File: src/dmaarb_cfg.svh
`ifndef DMAARB_CFG_SVH
`define DMAARB_CFG_SVH
// ==========================================================
// channel and width figures
`define DMAARB_NUM_CH 6
`define DMAARB_DATA_W 16
`define DMAARB_ADDR_W 16
// ==========================================================
// transfer timing, cycles of the dma clock
`define DMAARB_INT_RD_CYC 2
`define DMAARB_INT_WR_CYC 2
`define DMAARB_EXT_EXTRA_CYC 1
`define DMAARB_MAX_CLK_DIV 4
`endif

File: src/dmaarb_pkg.sv
package dmaarb_pkg;
    // ==========================================================
    // transfer engine states
    typedef enum logic [2:0] {
        DMAARB_IDLE = 3'b000,
        DMAARB_READ = 3'b001,
        DMAARB_WRITE = 3'b010,
        DMAARB_HOST = 3'b011
    } dmaarb_state_t;
    typedef logic [1:0] dmaarb_sleep_t;
endpackage : dmaarb_pkg

File: src/dmaarb_rr_pick.sv
`timescale 1ns/10ps
`include "dmaarb_cfg.svh"
module dmaarb_rr_pick
    import dmaarb_pkg::*;
(
    // requests and pointer
    input wire logic [`DMAARB_NUM_CH-1:0] i_req,
    input wire logic [2:0] i_last,
    // result
    output logic o_any,
    output logic [2:0] o_idx
);
    // ==========================================================
    // circular search starting one past the last winner
    function automatic logic [2:0] dmaarb_wrap(input logic [3:0] v);
        dmaarb_wrap = (v >= 4'(`DMAARB_NUM_CH)) ? 3'(v - 4'(`DMAARB_NUM_CH)) : v[2:0];
    endfunction : dmaarb_wrap

    always_comb begin
        logic [2:0] cand;
        cand = 3'h0;
        o_any = 1'b0;
        o_idx = 3'h0;
        for (int k = `DMAARB_NUM_CH; k >= 1; k--) begin
            cand = dmaarb_wrap({1'b0, i_last} + 4'(k));
            if (i_req[cand]) begin
                o_any = 1'b1;
                o_idx = cand;
            end
        end
    end
endmodule : dmaarb_rr_pick

File: src/dmaarb_phase_timer.sv
`timescale 1ns/10ps
`include "dmaarb_cfg.svh"
module dmaarb_phase_timer
    import dmaarb_pkg::*;
(
    // clock and reset
    input wire logic i_ref_clk,
    input wire logic i_resetn,
    // control
    input wire logic i_start,
    input wire logic i_ext,
    input wire logic [1:0] i_ext_div_m1,
    input wire logic [3:0] i_ext_wait,
    // status
    output logic o_done
);
    // ==========================================================
    // phase length: internal base, plus external access stretched by divider
    // seven bits: fifteen waits at quarter rate need a 66-cycle phase
    logic [6:0] cnt_r;
    logic [6:0] cnt_nxt;
    logic busy_r;
    logic busy_nxt;
    logic [6:0] len;

    always_comb begin
        len = 7'(`DMAARB_INT_RD_CYC);
        if (i_ext) begin
            len = 7'(`DMAARB_INT_RD_CYC) +
                  7'((7'(`DMAARB_EXT_EXTRA_CYC) + 7'(i_ext_wait)) * (7'(i_ext_div_m1) + 7'h1));
        end
        cnt_nxt = cnt_r;
        busy_nxt = busy_r;
        o_done = busy_r && (cnt_r == 7'h1);
        if (i_start) begin
            busy_nxt = 1'b1;
            cnt_nxt = len;
        end else if (busy_r) begin
            cnt_nxt = cnt_r - 7'h1;
            if (cnt_r == 7'h1) begin
                busy_nxt = 1'b0;
            end
        end
    end

    always_ff @(posedge i_ref_clk or negedge i_resetn) begin
        if (!i_resetn) begin
            cnt_r <= 7'h0;
            busy_r <= 1'b0;
        end else begin
            cnt_r <= cnt_nxt;
            busy_r <= busy_nxt;
        end
    end
endmodule : dmaarb_phase_timer

File: src/dmaarb_core.sv
`timescale 1ns/10ps
`include "dmaarb_cfg.svh"
// Functional notes
// - each element is a read of the source then a write to destination
// - internal to internal element takes four cycles; one per five per channel, with the idle cycle
// - two cycles read phase, two cycles write phase on chip
// - off-chip phase lengthened by interface cycles and waits
// - zero waits, undivided: one external end gives 5, two give 6
// - on-chip memory and mapped registers both count as internal
// - divided external bus clock slows external phases proportionally
// - high-priority channels served first, rotating circularly
// - low-priority channels only when no high-priority work, also rotated
// - host request waits for current element, then gets bus, channels held
// - after host release, channels resume with state and order intact
// - double-word element never split by host request
// - host port has dedicated arbitration port, uses no channel
// - dual-subsystem variant sends every I/O-space access to the FIFO
// - transfers continue in all three sleep levels
// - internal clocks gated off when no transfer, channel or host request, or end pulse is pending
// - clocks re-enabled for a due transfer, then gated again
// - sleep levels one and two clock from the CPU clock source
// - sleep level three clocks straight from the input clock pin
// - controller can raise an interrupt to wake the CPU
module dmaarb_core
    import dmaarb_pkg::*;
(
    // clock and reset
    input wire logic i_ref_clk,
    input wire logic i_resetn,
    input wire logic i_input_clock_pin,
    // channel requests
    input wire logic [`DMAARB_NUM_CH-1:0] i_ch_req,
    input wire logic [`DMAARB_NUM_CH-1:0] i_ch_high,
    input wire logic [`DMAARB_NUM_CH-1:0] i_ch_dbl,
    input wire logic [`DMAARB_NUM_CH-1:0] i_ch_src_ext,
    input wire logic [`DMAARB_NUM_CH-1:0] i_ch_dst_ext,
    input wire logic [`DMAARB_NUM_CH-1:0] i_ch_src_io,
    input wire logic [`DMAARB_NUM_CH-1:0] i_ch_dst_io,
    input wire logic [`DMAARB_NUM_CH-1:0] i_ch_irq_en,
    // external interface conditions
    input wire logic [1:0] i_ext_div_m1,
    input wire logic [3:0] i_ext_wait,
    input wire logic i_dual_subsys,
    // sleep
    input wire logic [1:0] i_sleep_level,
    // host access port
    input wire logic i_host_access_port_req,
    // data path
    input wire logic [`DMAARB_DATA_W-1:0] i_rd_data,
    // channel side answers
    output logic [`DMAARB_NUM_CH-1:0] o_ch_elem_done,
    output logic o_ch_active,
    output logic [2:0] o_ch_idx,
    // bus strobes
    output logic o_rd_stb,
    output logic o_wr_stb,
    output logic o_word_half,
    output logic o_fifo_sel,
    output logic [`DMAARB_DATA_W-1:0] o_wr_data,
    // host port
    output logic o_host_access_port_gnt,
    // clocking and wake
    output logic o_dma_clk_en,
    output logic o_dma_clk_sel_pin,
    output logic o_wake_irq
);
    // ==========================================================
    // state
    dmaarb_state_t st_r;
    dmaarb_state_t st_nxt;
    logic [2:0] ch_r;
    logic [2:0] ch_nxt;
    logic [2:0] last_hi_r;
    logic [2:0] last_hi_nxt;
    logic [2:0] last_lo_r;
    logic [2:0] last_lo_nxt;
    logic half_r;
    logic half_nxt;
    logic [`DMAARB_DATA_W-1:0] data_r;
    logic [`DMAARB_DATA_W-1:0] data_nxt;
    logic [`DMAARB_NUM_CH-1:0] done_r;
    logic [`DMAARB_NUM_CH-1:0] done_nxt;
    logic irq_r;
    logic irq_nxt;
    logic rd_stb_r;
    logic rd_stb_nxt;
    logic wr_stb_r;
    logic wr_stb_nxt;
    logic fifo_r;
    logic fifo_nxt;
    logic take;
    logic elem_end;

    // ==========================================================
    // arbitration
    logic [`DMAARB_NUM_CH-1:0] hi_req;
    logic [`DMAARB_NUM_CH-1:0] lo_req;
    logic hi_any;
    logic lo_any;
    logic [2:0] hi_idx;
    logic [2:0] lo_idx;

    assign hi_req = i_ch_req & i_ch_high;
    assign lo_req = i_ch_req & ~i_ch_high;

    dmaarb_rr_pick u_pick_hi (
        .i_req(hi_req),
        .i_last(last_hi_r),
        .o_any(hi_any),
        .o_idx(hi_idx)
    );

    dmaarb_rr_pick u_pick_lo (
        .i_req(lo_req),
        .i_last(last_lo_r),
        .o_any(lo_any),
        .o_idx(lo_idx)
    );

    // ==========================================================
    // phase timing
    logic tmr_start;
    logic tmr_ext;
    logic tmr_done;

    dmaarb_phase_timer u_timer (
        .i_ref_clk(i_ref_clk),
        .i_resetn(i_resetn),
        .i_start(tmr_start),
        .i_ext(tmr_ext),
        .i_ext_div_m1(i_ext_div_m1),
        .i_ext_wait(i_ext_wait),
        .o_done(tmr_done)
    );

    // io space is never external on the dual-subsystem part
    function automatic logic dmaarb_is_ext(input logic ext, input logic io);
        dmaarb_is_ext = ext && !(io && i_dual_subsys);
    endfunction : dmaarb_is_ext

    function automatic logic dmaarb_is_fifo(input logic io);
        dmaarb_is_fifo = io && i_dual_subsys;
    endfunction : dmaarb_is_fifo

    // ==========================================================
    // engine
    always_comb begin
        st_nxt = st_r;
        ch_nxt = ch_r;
        half_nxt = half_r;
        take = 1'b0;
        elem_end = 1'b0;
        rd_stb_nxt = 1'b0;
        wr_stb_nxt = 1'b0;
        fifo_nxt = fifo_r;
        tmr_start = 1'b0;
        tmr_ext = 1'b0;
        case (st_r)
            DMAARB_IDLE: begin
                // host wins only at an element boundary
                if (i_host_access_port_req) begin
                    st_nxt = DMAARB_HOST;
                end else if (hi_any || lo_any) begin
                    ch_nxt = hi_any ? hi_idx : lo_idx;
                    take = 1'b1;
                    half_nxt = 1'b0;
                    st_nxt = DMAARB_READ;
                    tmr_start = 1'b1;
                    tmr_ext = dmaarb_is_ext(i_ch_src_ext[ch_nxt], i_ch_src_io[ch_nxt]);
                    rd_stb_nxt = 1'b1;
                    fifo_nxt = dmaarb_is_fifo(i_ch_src_io[ch_nxt]);
                end
            end
            DMAARB_READ: begin
                if (tmr_done) begin
                    st_nxt = DMAARB_WRITE;
                    tmr_start = 1'b1;
                    tmr_ext = dmaarb_is_ext(i_ch_dst_ext[ch_r], i_ch_dst_io[ch_r]);
                    wr_stb_nxt = 1'b1;
                    fifo_nxt = dmaarb_is_fifo(i_ch_dst_io[ch_r]);
                end
            end
            DMAARB_WRITE: begin
                if (tmr_done) begin
                    if (i_ch_dbl[ch_r] && !half_r) begin
                        // second half runs before any host grant
                        half_nxt = 1'b1;
                        st_nxt = DMAARB_READ;
                        tmr_start = 1'b1;
                        tmr_ext = dmaarb_is_ext(i_ch_src_ext[ch_r], i_ch_src_io[ch_r]);
                        rd_stb_nxt = 1'b1;
                        fifo_nxt = dmaarb_is_fifo(i_ch_src_io[ch_r]);
                    end else begin
                        elem_end = 1'b1;
                        st_nxt = DMAARB_IDLE;
                    end
                end
            end
            DMAARB_HOST: begin
                // pointers untouched while host owns the bus
                if (!i_host_access_port_req) begin
                    st_nxt = DMAARB_IDLE;
                end
            end
            default: begin
                st_nxt = DMAARB_IDLE;
            end
        endcase
    end

    always_ff @(posedge i_ref_clk or negedge i_resetn) begin
        if (!i_resetn) begin
            st_r <= DMAARB_IDLE;
            ch_r <= 3'h0;
            half_r <= 1'b0;
            done_r <= '0;
            irq_r <= 1'b0;
            rd_stb_r <= 1'b0;
            wr_stb_r <= 1'b0;
            fifo_r <= 1'b0;
        end else begin
            st_r <= st_nxt;
            ch_r <= ch_nxt;
            half_r <= half_nxt;
            done_r <= done_nxt;
            irq_r <= irq_nxt;
            rd_stb_r <= rd_stb_nxt;
            wr_stb_r <= wr_stb_nxt;
            fifo_r <= fifo_nxt;
        end
    end

    // ==========================================================
    // round-robin pointers, moved only when an element is taken
    always_comb begin
        last_hi_nxt = last_hi_r;
        last_lo_nxt = last_lo_r;
        if (take && hi_any) begin
            last_hi_nxt = hi_idx;
        end else if (take) begin
            last_lo_nxt = lo_idx;
        end
    end

    // reset to the top channel so that channel 0 leads the first rotation
    always_ff @(posedge i_ref_clk or negedge i_resetn) begin
        if (!i_resetn) begin
            last_hi_r <= 3'(`DMAARB_NUM_CH - 1);
            last_lo_r <= 3'(`DMAARB_NUM_CH - 1);
        end else begin
            last_hi_r <= last_hi_nxt;
            last_lo_r <= last_lo_nxt;
        end
    end

    // ==========================================================
    // write data, loaded as the read phase closes
    always_comb begin
        data_nxt = data_r;
        if ((st_r == DMAARB_READ) && tmr_done) begin
            data_nxt = i_rd_data;
        end
    end

    always_ff @(posedge i_ref_clk or negedge i_resetn) begin
        if (!i_resetn) begin
            data_r <= '0;
        end else begin
            data_r <= data_nxt;
        end
    end

    // ==========================================================
    // per-channel end pulse and wake request
    logic [`DMAARB_NUM_CH-1:0] wake_vec;
    genvar g;
    generate
        for (g = 0; g < `DMAARB_NUM_CH; g++) begin : g_end
            assign done_nxt[g] = elem_end && (ch_r == 3'(g));
            assign wake_vec[g] = done_nxt[g] && i_ch_irq_en[g];
        end
    endgenerate
    // raised in every sleep level; the cpu side decides whether it wakes
    assign irq_nxt = |wake_vec;

    // ==========================================================
    // outputs
    assign o_ch_elem_done = done_r;
    assign o_ch_active = (st_r == DMAARB_READ) || (st_r == DMAARB_WRITE);
    assign o_ch_idx = ch_r;
    assign o_rd_stb = rd_stb_r;
    assign o_wr_stb = wr_stb_r;
    assign o_word_half = half_r;
    assign o_fifo_sel = fifo_r;
    assign o_wr_data = data_r;
    assign o_host_access_port_gnt = (st_r == DMAARB_HOST);
    assign o_wake_irq = irq_r;
    // clock gate: on for pending or running work in every sleep level
    // end pulses need one more edge to clear, so the gate stays open for them
    assign o_dma_clk_en = o_ch_active || (|i_ch_req) || i_host_access_port_req
                          || (|done_r);
    // level three: raw pin clock, otherwise the cpu source
    assign o_dma_clk_sel_pin = (i_sleep_level == 2'h3) && i_input_clock_pin;
endmodule : dmaarb_core

File: config.mk
export PLATFORM = sky130hd
export DESIGN_NAME = dmaarb_core
export DESIGN_NICKNAME = d
export VERILOG_FILES = /design/src/dmaarb_pkg.sv /design/src/dmaarb_rr_pick.sv /design/src/dmaarb_phase_timer.sv /design/src/dmaarb_core.sv
export VERILOG_INCLUDE_DIRS = /design/src
export SDC_FILE = /design/constraint.sdc
export NUM_CORES = 1
export LEC_CHECK = 0
export ABC_AREA = 0
export BUFFER_PORTS_ARGS = -buffer_cell sky130_fd_sc_hd__buf_2
export CAP_MARGIN = 20
export CORE_ASPECT_RATIO = 1.2
export CORE_MARGIN = 5
export CORE_UTILIZATION = 56
export CTS_CLUSTER_DIAMETER = 50
export DETAILED_ROUTE_END_ITERATION = 8
export PLACE_DENSITY = 0.83
export SLEW_MARGIN = 20
export SYNTH_ARGS = -nofsm -noshare
export SYNTH_HDL_FRONTEND = slang
export SYNTH_SLANG_ARGS = --single-unit
File: constraint.sdc
create_clock -name i_ref_clk -period 5.14 [get_ports i_ref_clk]
set_input_delay 1.285 -clock i_ref_clk [delete_from_list [all_inputs] [get_ports i_ref_clk]]
set_output_delay 1.285 -clock i_ref_clk [all_outputs]
set_load 0.01 [all_outputs]
==> out/results.ini <==
[clocking]
cts_repair_resize_count = 0
cts.path.max_buffers = 2
cts_sinks = 46
cts.htree.levels = 2
ctsRootBufferMaster = clkbuf_8
clk_latency_ps = 300
cts_post_setup_buffers_inserted = 0
numCtsBuffers = 5
tritoncts_clock_tree = done
ctsHoldBuffers = 0
path_clk_slew_ps = 90

[floorplanning]
die_y_microns = 113
fp.coreArea_sq_um = 8610
floorplan.io_pins = 111
start_util_pct = 57.7
floorplan.die.width_microns = 96.0
fp.dieArea_sq_um = 10900
rows = 37

[route]
detailroute.wirelength.met2_mm = 6.93
drt_wl_total_mm = 13.9
detailroute.via_count = 4956
detailedRoute.firstIterationViolations = 257
met3RoutedLength_mm = 1.14
top_signal_layer_used = met4
drt.antenna.violating_nets = 0
firstDrtPassIters = 5
detail_route.wirelength.met1_mm = 5.49
drc_errors = 0
wl_per_cell_microns = 17.7
detail_route.vias_per_cell = 6.32

[synthesis]
post-synth-top-area-cell = dfrtp_1
post_synth_num_cell_types = 81
yosys.area.top_type_share_pct = 21.2
synth_enable_flop_cells = 0
synth_area_sq_um = 4970
syn_inst = 569
prevailing_post_synth_register_cell = dfrtp_1
synth-warning-count = 0
synth.ff_latch_count = 46
synth.top_cells.by_area = dfrtp_1 (21%), ha_1 (8.6%), mux2_2 (4.3%)
asyncSetResetFlopFracSynth_pct = 100
post_synth.cell_area_avg_sq_um = 8.73
synth.net_count = 683
seq_area_frac_synth_pct = 23.3

[critical_path]
reg2reg_depth = 13
crit_path_start = last_hi_r[1]$_DFFE_PN0P_
rr_endpoint = u_timer.cnt_r[3]$_DFFE_PN0P_
timing_worst_setup_path_type = reg2reg
crit-reg2reg-launch = last_hi_r[1]$_DFFE_PN0P_
worst_ep_arrival_time_ps = 4750
worstPathMaxFanout = 15
worst_ep_required_time_ps = 5290
critPathLaunchType = flip-flop
critical_path.endpoint_type = flip-flop
ff2ff_setup_slack_ps = 530
end_of_the_critical_path = u_timer.cnt_r[3]$_DFFE_PN0P_

[global_routing]
antenna_found_initial = 0
globalRouteOverflowTotal = 0
grt_pass1_wl_mm = 23.1
largest_net_degree_at_the_start_of_global_routing = 47
first_global_vias = 4904
globalRouteTotalUtil_pct = 26.2

[power_and_ir_drop]
leakagePower_nw = 2.63
ir_drop_v = 0.000419
power_per_cell_area_nw_per_um2 = 614
p_total_mw = 3.47

[layout]
finalInstanceArea_sq_um = 5650
n_antenna_cell = 0
final_nets = 780
final_layout_size_suffix_gt1_share_pct = 25.2
layout_common_cells = buf_2 (109), dfrtp_1 (42), nand2_1 (40)
fillers = 757
area_growth_syn_to_layout_pct = 13.8
leading_cell_type_in_the_layout_fill_and_taps_excluded = buf_2
final-instance-count-excl-fill = 784

[timing]
skew_ps = 9.37
tns_ps = 0
setup_violations = 0
min_period_over_period_pct = 89.6
max_slew.worst_pin.slew_ps = 922
hold_violations = 0
period_needed_ps = 4610
drv_slew = 0
clock.fmax_mhz = 217
fin_ws_ps = 532
timing.slew.headroom_pct = 38.6
setup_repair_after_global_routing_missed_its_margin = false

[hold_path]
worst_hold_path_type = reg2reg
whs_path_depth = 1

[placement]
globalplace.congestion = 1.07
place_area_sq_um = 5560
detailedPlacementHpwl_mm = 11.3
detailedPlace.worstSlack_ps = 492
place.detailed.instances = 776
buffer_ports.inserted = 110

[flow_run]
drv.max_cap_violation_count = 0

[outcome]
outcome = finished clean

==> critical path, cell delays in order (launching register included) <==
cell and delay [ps]:
dfrtp_1 570, inv_1 230, ha_1 620, o21a_1 210, mux2i_1 90, nor4_1 610
a31o_2 270, nor3_1 90, and2_1 260, a21oi_1 200, nand2_1 230, a31o_2 370
a31oi_1 470, a221oi_1 220
==> metrics by stage <==
step	hold slack [ps]	util, %
5_1_grt	528	65.6
3_3_place_gp	484	64.6
3_5_place_dp	493	64.6
4_1_cts	514	65.6
6_report	508	65.6
2_1_floorplan	527	-
==> Yosys cell counts, types with 4 or more instances <==
cell / instances
ha_1: 34
o211a_1: 7
nor3_1: 15
o2bb2ai_1: 4
and3_1: 6
a211oi_1: 22
nor3b_1: 4
and2_1: 8
o211ai_1: 6
nand3b_1: 11
mux4_2: 9
a221oi_1: 7
nor2_1: 36
nand2_1: 40
xor2_1: 9
o21ai_0: 19
a2111oi_0: 5
nor2b_1: 10
or3_1: 4
xnor2_1: 15
mux2i_1: 16
dfstp_2: 4
o31ai_1: 5
inv_1: 36
nand2b_1: 6
dfrtp_1: 42
clkbuf_1: 13
a31oi_1: 7
o21a_1: 5
a21oi_1: 25
a21o_1: 5
nor4_1: 9
nand3_1: 28
mux2_2: 19
==> flip-flops by register name, summed over array words and instances, names as in the netlist <==
| signal | count |
|---|---|
| o_ch_elem_done | 6 |
| u_timer.cnt_r | 7 |
| st_r | 2 |
| last_hi_r | 3 |
| o_word_half | 1 |
| u_timer.busy_r | 1 |
| last_lo_r | 3 |
| o_fifo_sel | 1 |
| o_ch_idx | 3 |
| o_wr_stb | 1 |
| o_wake_irq | 1 |
| o_rd_stb | 1 |
| o_wr_data | 16 |
==> where the power goes <==
part	switching (mW)	internal, mW	total [mW]
sequential	0.182	0.516	0.698
clock	0.124	0.0961	0.220
combinational	1.49	1.07	2.55
total	1.79	1.68	3.47
==> final cells by class <==
cell class,instances,area [sq um],area share [%]
tap,117,146,2.59
sequential,46,1160,20.5
inverter,38,145,2.57
clock inverter,2,13.8,0.244
timing repair buffer,111,561,9.92
clock buffer,6,72.6,1.28
multi-input combinational,464,3560,62.9
==> per-layer routing <==
metal  global-route usage (%)  up-vias
met1                     32.6     2368
met2                     45.3      230
li1                         -     2331
met3                     5.39       27
met4                     7.59        0
met5                        0        -
==> cells by family (layout without fill, tap and decap cells) <==
kind of cell | Yosys count | after routing | share of synthesized area [%]
AO/OA/AOI/OAI | 160 | 160 | 24.6
adder cells (fa/ha/maj) | 37 | 37 | 9.78
XOR/XNOR | 25 | 25 | 4.56
multiplexers | 44 | 44 | 11.6
flip-flops | 46 | 46 | 23.3
buffers and inverters | 59 | 157 | 5.11
AND/OR/NAND/NOR | 198 | 198 | 21.0
==> worst min-delay path by stage <==
stage                     slack [ps]                   endpoint                      start
after CTS                        510  o_wr_data[14]$_DFFE_PN0P_  o_wr_data[14]$_DFFE_PN0P_
final                            510  o_wr_data[14]$_DFFE_PN0P_  o_wr_data[14]$_DFFE_PN0P_
after detailed placement         490  o_wr_data[13]$_DFFE_PN0P_  o_wr_data[13]$_DFFE_PN0P_
after global routing             530   o_wr_data[6]$_DFFE_PN0P_   o_wr_data[6]$_DFFE_PN0P_
after global placement           480  o_wr_data[14]$_DFFE_PN0P_  o_wr_data[14]$_DFFE_PN0P_
after floorplan                  530        st_r[0]$_DFFE_PN0P_        st_r[0]$_DFFE_PN0P_
Note: power is estimated with default switching activity, not from simulation.
